<file path="src/hw/txr_defs.svh">
// Register offsets, field positions, reset values and limits of the
// transmit register group. Assumes a 9-bit byte address on the port.
`ifndef TXR_DEFS_SVH
`define TXR_DEFS_SVH

`define TXR_OFS_EVT_IEN   9'h1a0
`define TXR_OFS_HDLC_IEN  9'h1a1
`define TXR_OFS_SYNC_IEN  9'h1a2
`define TXR_OFS_CODE_A    9'h1ac
`define TXR_OFS_CODE_B    9'h1ad
`define TXR_OFS_FLAGS     9'h1b2
`define TXR_OFS_FREE      9'h1b3
`define TXR_OFS_FIFO      9'h1b4
`define TXR_OFS_MONITOR   9'h1bb
`define TXR_OFS_BLANK_A   9'h1c0
`define TXR_OFS_BLANK_B   9'h1c1
`define TXR_OFS_BLANK_C   9'h1c2
`define TXR_OFS_BLANK_D   9'h1c3

`define TXR_REG_RST       8'h00

`define TXR_HDLC_IEN_W    5
`define TXR_LINK_EMPTY    4
`define TXR_FLG_EMPTY     3
`define TXR_FLG_FULL      2
`define TXR_FLG_LWM       1
`define TXR_FLG_ROOM      0

`define TXR_FIFO_DEPTH    64
`define TXR_T1_CHANNELS   5'd24
`define TXR_LAST_BIT      3'h7

`endif

</file>
<file path="src/hw/txr_pkg.sv">
// Types shared by the transmit register group.
// Assumes txr_defs.svh carries every numeric constant.
package txr_pkg;

  typedef enum logic [3:0] {
    TXR_SEL_NONE,
    TXR_SEL_EVT_IEN,
    TXR_SEL_HDLC_IEN,
    TXR_SEL_SYNC_IEN,
    TXR_SEL_CODE_A,
    TXR_SEL_CODE_B,
    TXR_SEL_FLAGS,
    TXR_SEL_FREE,
    TXR_SEL_FIFO,
    TXR_SEL_MONITOR,
    TXR_SEL_BLANK_A,
    TXR_SEL_BLANK_B,
    TXR_SEL_BLANK_C,
    TXR_SEL_BLANK_D
  } txr_sel_t;

endpackage

</file>
<file path="src/hw/txr_fifo_mem.sv">
// Byte store of the transmit HDLC FIFO with a registered read word.
// Assumes one clock, synchronous strobes and a power-of-two depth.
`timescale 1ns/1ps
`default_nettype none
module txr_fifo_mem #(
  parameter int W     = 8,
  parameter int DEPTH = 64
) (
  input  wire logic                       clk_i,
  input  wire logic                       rst_i,
  input  wire logic                       ce_i,
  input  wire logic                       wr_valid_i,
  input  wire logic [W-1:0]               wr_data_i,
  output logic                            wr_ready_o,
  output logic                            rd_valid_o,
  output logic [W-1:0]                    rd_data_o,
  input  wire logic                       rd_ready_i,
  output logic [$clog2(DEPTH):0]          count_o
);
  localparam int AW = $clog2(DEPTH);
  localparam int CW = AW + 1;

  typedef struct packed {
    logic [DEPTH-1:0][W-1:0] mem;
    logic [AW-1:0]           wptr;
    logic [AW-1:0]           rptr;
    logic [CW-1:0]           cnt;
    logic                    out_v;
    logic [W-1:0]            out_d;
  } txr_mem_state_t;

  txr_mem_state_t cur;
  txr_mem_state_t next_st;
  logic           push;
  logic           load;

  always_comb begin
    next_st = cur;
    push    = wr_valid_i && (cur.cnt != CW'(DEPTH));
    load    = (cur.cnt != '0) && (!cur.out_v || rd_ready_i);
    if (push) begin
      next_st.mem[cur.wptr] = wr_data_i;
      next_st.wptr          = AW'(cur.wptr + 1'b1);
    end
    if (load) begin
      next_st.out_d = cur.mem[cur.rptr];
      next_st.out_v = 1'b1;
      next_st.rptr  = AW'(cur.rptr + 1'b1);
    end else if (rd_ready_i) begin
      next_st.out_v = 1'b0;
    end
    next_st.cnt = CW'(cur.cnt + CW'(push) - CW'(load));
  end

  always_ff @(posedge clk_i or posedge rst_i) begin
    if (rst_i) begin
      cur <= '0;
    end else if (ce_i) begin
      cur <= next_st;
    end
  end

  assign wr_ready_o = cur.cnt != CW'(DEPTH);
  assign rd_valid_o = cur.out_v;
  assign rd_data_o  = cur.out_d;
  assign count_o    = cur.cnt;
endmodule
`default_nettype wire

</file>
<file path="src/hw/txr_skid.sv">
// Two-entry buffer between the FIFO store and the HDLC engine.
// Assumes one clock; a stall of the consumer loses no word.
`timescale 1ns/1ps
`default_nettype none
module txr_skid #(
  parameter int W = 8
) (
  input  wire logic         clk_i,
  input  wire logic         rst_i,
  input  wire logic         ce_i,
  input  wire logic         in_valid_i,
  input  wire logic [W-1:0] in_data_i,
  output logic              in_ready_o,
  output logic              out_valid_o,
  output logic [W-1:0]      out_data_o,
  input  wire logic         out_ready_i
);
  typedef struct packed {
    logic [W-1:0] d0;
    logic [W-1:0] d1;
    logic         v0;
    logic         v1;
  } txr_skid_state_t;

  txr_skid_state_t cur;
  txr_skid_state_t next_st;

  always_comb begin
    next_st = cur;
    if (cur.v0 && out_ready_i) begin
      next_st.d0 = cur.d1;
      next_st.v0 = cur.v1;
      next_st.v1 = 1'b0;
    end
    if (in_valid_i && !cur.v1) begin
      if (!next_st.v0) begin
        next_st.d0 = in_data_i;
        next_st.v0 = 1'b1;
      end else begin
        next_st.d1 = in_data_i;
        next_st.v1 = 1'b1;
      end
    end
  end

  always_ff @(posedge clk_i or posedge rst_i) begin
    if (rst_i) begin
      cur <= '0;
    end else if (ce_i) begin
      cur <= next_st;
    end
  end

  assign in_ready_o  = !cur.v1;
  assign out_valid_o = cur.v0;
  assign out_data_o  = cur.d0;
endmodule
`default_nettype wire

</file>
<file path="src/hw/txr_regs.sv">
// Transmit register group: interrupt enables, code pattern, HDLC FIFO,
// channel monitor and blank-channel selects behind the byte port.
// Assumes synchronous one-cycle RD and WR strobes and channel timing
// supplied by the framer as a bit strobe with channel and bit index.
`timescale 1ns/1ps
`default_nettype none
`include "txr_defs.svh"
module txr_regs #(
  parameter int FIFO_DEPTH = `TXR_FIFO_DEPTH
) (
  // Clock, reset and enable.
  input  wire logic       CLK_I,
  input  wire logic       RESET_I,
  input  wire logic       CE_I,
  // Microprocessor port.
  input  wire logic       CS_I,
  input  wire logic       RD_I,
  input  wire logic       WR_I,
  input  wire logic [8:0] ADDR_I,
  input  wire logic [7:0] WDATA_I,
  output logic      [7:0] RDATA_O,
  // Mode and code length.
  input  wire logic       E1_MODE_I,
  input  wire logic [4:0] CODE_LEN_I,
  // Latched status flags kept outside and the interrupt pin.
  input  wire logic [7:0] EVT_LATCHED_I,
  input  wire logic [4:0] HDLC_LATCHED_I,
  input  wire logic       SYNC_LATCHED_I,
  output logic            INTERRUPT_OUT_N_O,
  // HDLC engine side of the FIFO.
  input  wire logic [6:0] LOW_WATERMARK_I,
  input  wire logic       TX_ACTIVE_I,
  input  wire logic       TX_EOM_MARKED_I,
  output logic      [7:0] HDLC_BYTE_O,
  output logic            HDLC_VALID_O,
  input  wire logic       HDLC_READY_I,
  output logic            TX_FIFO_UNDERRUN_O,
  output logic            TX_NOT_FULL_SET_O,
  output logic            TX_BELOW_WATERMARK_SET_O,
  // Serial data path and channel timing.
  input  wire logic       BIT_STROBE_I,
  input  wire logic [4:0] CHANNEL_I,
  input  wire logic [2:0] BIT_INDEX_I,
  input  wire logic [4:0] MONITOR_CHANNEL_I,
  input  wire logic       TX_SERIAL_INPUT_I,
  output logic            TX_SERIAL_O,
  output logic            CODE_BIT_O
);
  localparam int CW = $clog2(FIFO_DEPTH) + 1;

  generate
    if (FIFO_DEPTH < 2 || FIFO_DEPTH > 64 ||
        (FIFO_DEPTH & (FIFO_DEPTH - 1)) != 0) begin : g_bad_depth
      $error("FIFO_DEPTH must be a power of two from 2 to 64");
    end
  endgenerate

  typedef struct packed {
    logic [7:0]  evt_ien;
    logic [4:0]  hdlc_ien;
    logic        sync_ien;
    logic [7:0]  code_a;
    logic [7:0]  code_b;
    logic [31:0] blank;
    logic [7:0]  rdata;
    logic [7:0]  mon;
    logic [6:0]  mon_sh;
    logic [3:0]  code_idx;
    logic        code_bit;
    logic        ser;
    logic        irq;
    logic        room_d;
    logic        lwm_d;
    logic        nf_set;
    logic        lwm_set;
    logic        underrun;
  } txr_regs_state_t;

  txr_regs_state_t  cur;
  txr_regs_state_t  next_st;
  txr_pkg::txr_sel_t sel;
  logic             wr_hit;
  logic             rd_hit;
  logic             fifo_wr;
  logic             fifo_wr_ready;
  logic             mem_valid;
  logic [7:0]       mem_data;
  logic             skid_ready;
  logic [CW-1:0]    fill;
  logic [6:0]       free_cnt;
  logic             is_empty;
  logic             is_full;
  logic             below_wm;
  logic             has_room;
  logic [15:0]      pattern;
  logic             blank_hit;
  logic             bit_tx;

  // Maps a port address onto the register it selects.
  function automatic txr_pkg::txr_sel_t txr_decode(input logic [8:0] a);
    txr_pkg::txr_sel_t s;
    s = txr_pkg::TXR_SEL_NONE;
    unique case (a)
      `TXR_OFS_EVT_IEN:  s = txr_pkg::TXR_SEL_EVT_IEN;
      `TXR_OFS_HDLC_IEN: s = txr_pkg::TXR_SEL_HDLC_IEN;
      `TXR_OFS_SYNC_IEN: s = txr_pkg::TXR_SEL_SYNC_IEN;
      `TXR_OFS_CODE_A:   s = txr_pkg::TXR_SEL_CODE_A;
      `TXR_OFS_CODE_B:   s = txr_pkg::TXR_SEL_CODE_B;
      `TXR_OFS_FLAGS:    s = txr_pkg::TXR_SEL_FLAGS;
      `TXR_OFS_FREE:     s = txr_pkg::TXR_SEL_FREE;
      `TXR_OFS_FIFO:     s = txr_pkg::TXR_SEL_FIFO;
      `TXR_OFS_MONITOR:  s = txr_pkg::TXR_SEL_MONITOR;
      `TXR_OFS_BLANK_A:  s = txr_pkg::TXR_SEL_BLANK_A;
      `TXR_OFS_BLANK_B:  s = txr_pkg::TXR_SEL_BLANK_B;
      `TXR_OFS_BLANK_C:  s = txr_pkg::TXR_SEL_BLANK_C;
      `TXR_OFS_BLANK_D:  s = txr_pkg::TXR_SEL_BLANK_D;
      default:           s = txr_pkg::TXR_SEL_NONE;
    endcase
    return s;
  endfunction

  assign sel     = txr_decode(ADDR_I);
  assign wr_hit  = CS_I && WR_I;
  assign rd_hit  = CS_I && RD_I;
  assign fifo_wr = wr_hit && (sel == txr_pkg::TXR_SEL_FIFO);

  // Bytes written while the store is full are dropped.
  txr_fifo_mem #(
    .W     (8),
    .DEPTH (FIFO_DEPTH)
  ) u_mem (
    .clk_i      (CLK_I),
    .rst_i      (RESET_I),
    .ce_i       (CE_I),
    .wr_valid_i (fifo_wr),
    .wr_data_i  (WDATA_I),
    .wr_ready_o (fifo_wr_ready),
    .rd_valid_o (mem_valid),
    .rd_data_o  (mem_data),
    .rd_ready_i (skid_ready),
    .count_o    (fill)
  );

  txr_skid #(
    .W (8)
  ) u_skid (
    .clk_i       (CLK_I),
    .rst_i       (RESET_I),
    .ce_i        (CE_I),
    .in_valid_i  (mem_valid),
    .in_data_i   (mem_data),
    .in_ready_o  (skid_ready),
    .out_valid_o (HDLC_VALID_O),
    .out_data_o  (HDLC_BYTE_O),
    .out_ready_i (HDLC_READY_I)
  );

  // Live FIFO condition, recomputed every cycle from the fill level.
  assign free_cnt = 7'(FIFO_DEPTH) - 7'(fill);
  assign is_empty = (fill == '0);
  assign is_full  = !fifo_wr_ready;
  assign below_wm = 7'(fill) < LOW_WATERMARK_I;
  assign has_room = fifo_wr_ready;

  // Unused code bits fall off the end because the index wraps early.
  assign pattern = {cur.code_a, cur.code_b};

  // Channels above the T1 frame have no blank bit outside E1.
  assign blank_hit = cur.blank[CHANNEL_I] &&
                     (E1_MODE_I || CHANNEL_I < `TXR_T1_CHANNELS);
  assign bit_tx    = blank_hit ? 1'b0 : TX_SERIAL_INPUT_I;

  always_comb begin
    next_st         = cur;
    next_st.nf_set  = 1'b0;
    next_st.lwm_set = 1'b0;

    if (wr_hit) begin
      unique case (sel)
        txr_pkg::TXR_SEL_EVT_IEN: begin
          next_st.evt_ien = WDATA_I;
        end
        txr_pkg::TXR_SEL_HDLC_IEN: begin
          next_st.hdlc_ien = WDATA_I[`TXR_HDLC_IEN_W-1:0];
        end
        txr_pkg::TXR_SEL_SYNC_IEN: begin
          next_st.sync_ien = WDATA_I[0];
        end
        txr_pkg::TXR_SEL_CODE_A: begin
          next_st.code_a = WDATA_I;
        end
        txr_pkg::TXR_SEL_CODE_B: begin
          next_st.code_b = WDATA_I;
        end
        txr_pkg::TXR_SEL_BLANK_A: begin
          next_st.blank[7:0] = WDATA_I;
        end
        txr_pkg::TXR_SEL_BLANK_B: begin
          next_st.blank[15:8] = WDATA_I;
        end
        txr_pkg::TXR_SEL_BLANK_C: begin
          next_st.blank[23:16] = WDATA_I;
        end
        txr_pkg::TXR_SEL_BLANK_D: begin
          next_st.blank[31:24] = WDATA_I;
        end
        default: begin
          next_st.blank = cur.blank;
        end
      endcase
    end

    // Reads only load the data register; no flag changes on a read.
    if (rd_hit) begin
      unique case (sel)
        txr_pkg::TXR_SEL_EVT_IEN: begin
          next_st.rdata = cur.evt_ien;
        end
        txr_pkg::TXR_SEL_HDLC_IEN: begin
          next_st.rdata = {3'h0, cur.hdlc_ien};
        end
        txr_pkg::TXR_SEL_SYNC_IEN: begin
          next_st.rdata = {7'h00, cur.sync_ien};
        end
        txr_pkg::TXR_SEL_CODE_A: begin
          next_st.rdata = cur.code_a;
        end
        txr_pkg::TXR_SEL_CODE_B: begin
          next_st.rdata = cur.code_b;
        end
        txr_pkg::TXR_SEL_FLAGS: begin
          next_st.rdata = `TXR_REG_RST;
          next_st.rdata[`TXR_FLG_EMPTY] = is_empty;
          next_st.rdata[`TXR_FLG_FULL]  = is_full;
          next_st.rdata[`TXR_FLG_LWM]   = below_wm;
          next_st.rdata[`TXR_FLG_ROOM]  = has_room;
        end
        txr_pkg::TXR_SEL_FREE: begin
          next_st.rdata = {1'b0, free_cnt};
        end
        txr_pkg::TXR_SEL_MONITOR: begin
          next_st.rdata = cur.mon;
        end
        txr_pkg::TXR_SEL_BLANK_A: begin
          next_st.rdata = cur.blank[7:0];
        end
        txr_pkg::TXR_SEL_BLANK_B: begin
          next_st.rdata = cur.blank[15:8];
        end
        txr_pkg::TXR_SEL_BLANK_C: begin
          next_st.rdata = cur.blank[23:16];
        end
        txr_pkg::TXR_SEL_BLANK_D: begin
          next_st.rdata = cur.blank[31:24];
        end
        default: begin
          next_st.rdata = `TXR_REG_RST;
        end
      endcase
    end

    if (BIT_STROBE_I) begin
      next_st.ser = bit_tx;
      if (CHANNEL_I == MONITOR_CHANNEL_I) begin
        if (BIT_INDEX_I == `TXR_LAST_BIT) begin
          next_st.mon = {cur.mon_sh, bit_tx};
        end else begin
          next_st.mon_sh = {cur.mon_sh[5:0], bit_tx};
        end
      end
      if (!E1_MODE_I) begin
        next_st.code_bit = pattern[4'hf - cur.code_idx];
        if (5'({1'b0, cur.code_idx} + 5'd1) >= CODE_LEN_I) begin
          next_st.code_idx = 4'h0;
        end else begin
          next_st.code_idx = 4'(cur.code_idx + 4'h1);
        end
      end else begin
        next_st.code_idx = 4'h0;
        next_st.code_bit = 1'b0;
      end
    end

    // Link-register-empty only interrupts in T1.
    next_st.irq = |(EVT_LATCHED_I & cur.evt_ien) |
                  |(HDLC_LATCHED_I & cur.hdlc_ien &
                    {!E1_MODE_I, 4'hf}) |
                  (SYNC_LATCHED_I & cur.sync_ien);

    next_st.room_d  = has_room;
    next_st.lwm_d   = below_wm;
    next_st.nf_set  = has_room && !cur.room_d;
    next_st.lwm_set = below_wm && !cur.lwm_d;

    // Engine wants a byte, none is ready and no end was marked.
    next_st.underrun = TX_ACTIVE_I && HDLC_READY_I && !HDLC_VALID_O &&
                       !TX_EOM_MARKED_I;
  end

  always_ff @(posedge CLK_I or posedge RESET_I) begin
    if (RESET_I) begin
      // Edge detectors start at the idle level so reset shows no false edge.
      cur        <= '0;
      cur.room_d <= 1'b1;
      cur.lwm_d  <= 1'b1;
    end else if (CE_I) begin
      cur <= next_st;
    end
  end

  assign RDATA_O                  = cur.rdata;
  assign INTERRUPT_OUT_N_O        = !cur.irq;
  assign TX_FIFO_UNDERRUN_O       = cur.underrun;
  assign TX_NOT_FULL_SET_O        = cur.nf_set;
  assign TX_BELOW_WATERMARK_SET_O = cur.lwm_set;
  assign TX_SERIAL_O              = cur.ser;
  assign CODE_BIT_O               = cur.code_bit;
endmodule
`default_nettype wire

</file>
<file path="config.mk">
export PLATFORM = sky130hd
export DESIGN_NAME = txr_regs
export DESIGN_NICKNAME = d
export VERILOG_FILES = /design/src/hw/txr_pkg.sv /design/src/hw/txr_fifo_mem.sv /design/src/hw/txr_skid.sv /design/src/hw/txr_regs.sv
export VERILOG_INCLUDE_DIRS = /design/src /design/src/hw
export SDC_FILE = /design/constraint.sdc
export NUM_CORES = 1
export LEC_CHECK = 0
export ABC_CLOCK_PERIOD_IN_PS = 27000
export BUFFER_PORTS_ARGS = -buffer_cell sky130_fd_sc_hd__clkbuf_2
export CAP_MARGIN = 20
export CORE_ASPECT_RATIO = 1.75
export CORE_UTILIZATION = 37
export CTS_CLUSTER_DIAMETER = 150
export CTS_CLUSTER_SIZE = 16
export DETAILED_ROUTE_END_ITERATION = 6
export GPL_ROUTABILITY_DRIVEN = 0
export PLACE_DENSITY = 0.63
export RECOVER_POWER = 100
export SYNTH_ARGS = -nofsm -noshare
export SYNTH_HDL_FRONTEND = slang
export SYNTH_SLANG_ARGS = --single-unit
</file>
<file path="constraint.sdc">
create_clock -name CLK_I -period 27 [get_ports CLK_I]
set_input_delay 1.35 -clock CLK_I [delete_from_list [all_inputs] [get_ports CLK_I]]
set_output_delay 1.35 -clock CLK_I [all_outputs]
set_load 0.03 [all_outputs]
</file>
# Word level (Yosys, flattened, before mapping)
# Index checks and enable logic that the tools add are counted.
# classes
add_sub_neg,8
mul,0
n_div,0
order_cmp,8
eq_ne,30
n_shift,0
muxes,22
n_bitwise,7
n_reduce_logical,46
# ops
op,count
$bwmux W512,1
$eq A9 B9 Y1 const B,13
$pmux W8 S12,1
$pmux W4 S13,1
$bmux W8 S6,1
$demux W8 S6,1
$mux W8,5
$reduce_and A3 Y1,10
$eq A4 B4 Y1 const B,6
$mux W18,1
$eq A4 B3 Y1 const B,4
$logic_and A1 B1 Y1,14
$lt A6 B7 Y1 const B,2
$add A6 B1 Y6 const B,2
$and A5 B5 Y5,2
$reduce_and A2 Y1,5
$logic_not A1 Y1,9
$and A8 B8 Y8,1
$eq A4 B2 Y1 const B,2
$reduce_and A4 Y1,2
$reduce_or A8 Y1,1
$add A7 B1 Y7,1
$logic_not A7 Y1,1
$lt A7 B7 Y1,1
27 further kinds,34
# totals
regBits,655
latchBits,0
ram_bits,0
romBits,0
input_bits,68
output_inout_bits,23
elab_cells,215
memories,0

# Depth between registers and ports, before layout
# depth
ltp_word,7
depth_mapped,16
depth_no_buf,15

# Cells and area by module
# A second synthesis with hierarchy kept.
# unflattened
hier_cells,2317
area_unflattened_um2,32160.8
# modules_own_cells
module,instances,cells_each,area_per_inst_um2,seq_area_each_um2
txr_fifo_mem,1,1750,25577.0,13513.0
txr_regs,1,490,5634.2,2429.8
txr_skid,1,77,949.7,450.4

# Worst setup path after synthesis
# Ideal clock, no wire load.
# synth_path
path_type,input to register
from,input port ADDR_I[8]
to,"register u_mem.cur, in the netlist u_mem.count_o[6]"
setup_time_ns,0.134
arrival_time_ns,3.994
t_required_ns,26.866
setup_slack_ns,22.872
path_stages,14
n_path_buf,2
cell_sequence,buf_2 > or3b_2 > o32ai_1 > a221o_1 > buf_2 > nor3_1 > ha_1 > inv_1 > fa_1 > o21bai_1 > a21oi_1 > o21bai_1 > o311ai_0 > xnor2_1
# synth_via
elab_chain_cells,7
word_cells_on_any_way,19
classes_between,add/sub: 2; eq/ne: 14; mux: 1; reduce/logical: 2
# synth_rtl
element,line_no,rtl
"start, declared",txr_regs.sv:19,"input wire logic [8:0] ADDR_I,"
$eq A9 B9 Y1,txr_regs.sv:103,unique case (a)
$pmux W4 S13 (*),txr_regs.sv:103,
$eq A4 B4 Y1 (*),txr_regs.sv:125,assign fifo_wr = wr_hit && (sel == txr_pkg::TXR_SEL_FIFO);
$logic_and A1 B1 Y1 (*),txr_regs.sv:125,
$logic_and A1 B1 Y1 (*),txr_fifo_mem.sv:39,push = wr_valid_i && (cur.cnt != CW'(DEPTH));
$add A7 B1 Y7 (*),txr_fifo_mem.sv:52,next_st.cnt = CW'(cur.cnt + CW'(push) - CW'(load));
$sub A7 B1 Y7 (*),txr_fifo_mem.sv:52,
"end signal, assigned",txr_fifo_mem.sv:59,cur <= next_st;
"end, declared",txr_fifo_mem.sv:32,txr_mem_state_t cur;
# Every way passes the cells marked *; elsewhere a longest branch is shown, timed or not.
# A chain may end at the register's enable or synchronous reset.

==> key figures <==
Timing
  – Setup clock skew after layout: 22.0 ps
  – Worst-margin pin slew: 4560 ps
  – Setup total negative slack: 0 ps
  – Count of endpoints failing setup in the final report: 0
  – Final number of max-transition violations: 757
  – Final Critical Period: 13210 ps
  – Fmax achieved: 75.7 MHz
  – Final number of hold-violating endpoints: 0
  – Smallest hold slack: 489 ps
  – Relative slew slack: -205%
  – Share of the clock period used by the worst path after layout: 48.9%
  – RSZ-0062 raised after global routing: no

Floorplan
  – Vertical die dimension: 386 um
  – I/O pin count: 91
  – Die outline width: 222 um
  – Total die area: 85600 um2
  – Number of placement rows: 140
  – Initial cell density of the core: 37.5%
  – Core area: 83400 um2

Cells and area
  – Commonest cells after routing, fill and taps aside: dfrtp_1, mux2_2, mux4_2, nand2_1, mux2i_1
  – Proportion of layout cells with a drive suffix above 1: 37.7%
  – Area of the multi-input gates: 13900 um2
  – Count of inserted antenna diode cells: 0
  – Seq. cell area: 16400 um2
  – Net count of the finished layout: 2361
  – Number of cells in the finished layout apart from fillers: 3343
  – Final standard cell utilization of the core: 40.4%
  – P&R area growth vs syn: 7.80%
  – Filler cell count: 7749
  – Most common library cell in the layout ignoring fill and taps: dfrtp_1

CTS
  – CTS H-tree depth: 2
  – Post-CTS Resized: 0
  – Clock net sink count: 655
  – Clock network latency to the later pin of the worst-skew pair: 590 ps
  – CTS Root Cell: clkbuf_16
  – Count of hold buffers inserted by post-cts repair: 0
  – Clock transition time at the flip-flop clock pins of the worst setup and hold paths: 70 ps
  – CTS tree: yes
  – Max Buffers Root-to-Sink: 3
  – Number of buffers added by the clock tree synthesis step: 46
  – Number of post-CTS setup repair buffers: 0

Min path
  – HP Class: reg2reg
  – Number of cells traversed by the worst hold path: 1
  – Min-delay src: u_mem.cur[100]
  – Hold-critical path endpoint: u_mem.cur[100]

Yosys
  – Syn_nets: 2349
  – Yosys warning count: 0
  – FF+latch count, synth: 655
  – Fraction of registers with async set/reset: 100%
  – Register area share after synthesis: 52.5%
  – Main synth FF type: dfrtp_1
  – Distinct cells, synth: 72
  – Post-synthesis instance area: 31200 um2
  – Average cell area after synthesis: 13.9 um2
  – Gate Count Post-Synth: 2254
  – Number of flops mapped to enable cells by yosys: 0

Critical path
  – Worst path most repeated cell: clkbuf_1
  – Startpoint of the worst register-to-register path: u_mem.count_o[0]
  – Worst Setup End Kind: async pin
  – Crit start category: input port
  – Cell type of the slowest stage on the worst timing path: clkbuf_1
  – R2R cell count: 8
  – Data required time of the worst path: 27070 ps
  – Crit Reg-Reg Endpoint: u_mem.cur[418]
  – Crit path DAT: 13280 ps
  – R2r setup slk: 22420 ps
  – Crit Path Class: in2async
  – Delay of the slowest critical-path stage: 2680 ps
  – Crit-path max FO: 105
  – Cell breakdown of the critical path: clkbuf_1 -> clkinvlp_2 -> clkbuf_1 -> clkbuf_1 -> clkbuf_1 -> clkbuf_1

Global routing
  – Via count of the first global-routing pass: 20800
  – Initial antenna violation count: 0
  – Wire length of the first global-routing pass: 129 mm
  – Global router's overall resource usage: 19.7%
  – GR Overflow Total: 0
  – Largest net degree at the start of global routing: 106

Routing
  – Total iterations of the first detailed-routing run: 6
  – Number of DRC markers after the initial detailed-route iteration: 1295
  – Remaining number of nets flagged by the antenna check after routing: 0
  – Via Count: 19600
  – Post-detailed-routing wire length: 84.0 mm
  – Average vias per placed instance: 5.85
  – Drt drc: 0
  – Drt wl/cell: 25.1 um

Placed design
  – Port Buf Inserts: 90
  – Post-Place Cells: 3281
  – Detailed Place HPWL: 56.2 mm

Pwr
  – Combinational share of power: 24.2%
  – Peak supply drop: 0.0771 mV
  – Switching Power: 0.748 mW
  – Pint: 1.52 mW
  – Switch share: 33.0%
  – Clock share of power: 28.4%
  – Static power due to leakage: 16.0 nW
  – Register share of total power: 47.3%
  – Power density normalized to cell area: 67.3 nW/um2

Flow run
  – Max-Cap Viols: 16

Outcome
  – Run status: finished with violations
  – Violations in the final reports: capacitance limit, slew limit
sequential cells by signal, indices dropped and copies added, names as in the netlist:
name                      cells
u_mem.cur                   524
cur                          84
u_skid.cur                    9
RDATA_O                       8
u_mem.rd_data_o               8
u_skid.out_data_o             8
u_mem.count_o                 7
CODE_BIT_O                    1
TX_BELOW_WATERMARK_SET_O      1
TX_FIFO_UNDERRUN_O            1
TX_NOT_FULL_SET_O             1
TX_SERIAL_O                   1
u_mem.rd_valid_o              1
u_skid.out_valid_o            1
synth_stat cells, types with 16 or more instances:
library cell	count	area [um2]
inv_1	29	109
o22ai_1	20	125
a21oi_1	38	190
nand3_1	34	170
ha_1	26	325
buf_4	16	120
mux2_2	597	6720
nand2_1	102	383
xnor2_1	22	193
mux2i_1	84	841
mux4_2	105	2360
nor2_1	57	214
clkbuf_1	106	398
buf_2	17	85.1
a221oi_1	16	140
o21ai_0	36	180
dfrtp_1	653	16300
nor3_1	16	80.1
a22oi_1	29	218
buf_1	29	109
worst max path at each step:
stage | to | slack, ps | start | cells past startpoint
finish | u_mem.cur[349] | 13790 | RESET_I | 6
global route | u_mem.cur[349] | 11270 | RESET_I | 6
CTS | u_mem.cur[349] | 22070 | RESET_I | 6
detailed placement | u_mem.cur[349] | 21440 | RESET_I | 6
global placement | u_mem.cur[371] | 21640 | RESET_I | 6
floorplan | CODE_BIT_O | 7300 | RESET_I | 1
cell type report:
class	count	area share [%]
Inverter	30	0.338
Clock buffer	59	3.63
Clock inverter	1	0.0260
Sequential cell	655	48.7
Tap cell	1065	3.96
Multi-Input combinational cell	1400	41.3
Timing Repair Buffer	133	2.04
worst max-delay path, delay by kind of cell:
kind                   cells  cell delay [ps]
buffers and inverters      6            11700
power groups by stage:
stage	sequential, mW	combinational, mW	clock [mW]
after floorplan	1.05	0.404	0
after global placement	1.09	0.546	0
final	1.07	0.550	0.645
after detailed placement	1.09	0.553	0
after global routing	1.08	0.588	0.692
after CTS	1.07	0.554	0.664
layer usage:
layer / track usage (%) / up-vias / share of wire, %
met5: 0 / - / 0
met4: 12.3 / 0 / 6.6
met3: 2.01 / 239 / 3.8
met1: 21.3 / 10300 / 36
li1: - / 8402 / -
met2: 36.9 / 593 / 53
cells by family after synthesis:
group	count (synthesis)	synth area share, %
muxes	798	32.2
DFF	655	52.5
and+or+nand+nor	310	5.37
AOI/OAI and AO/OA	238	5.39
buffers and inverters	199	2.68
xor gates and xnor gates	27	0.757
adders and majority gates	27	1.11
stage by stage:
stage                     power, mW  instance area [um2]  worst slack (ps)
after CTS                      2.29                33900             22070
after global placement         1.64                32700             21640
after global routing           2.36                33700             11270
after detailed placement       1.64                32700             21440
final                          2.27                33700             13790
after floorplan                1.46                31200              7300
Power figures use the tool's default switching activity.
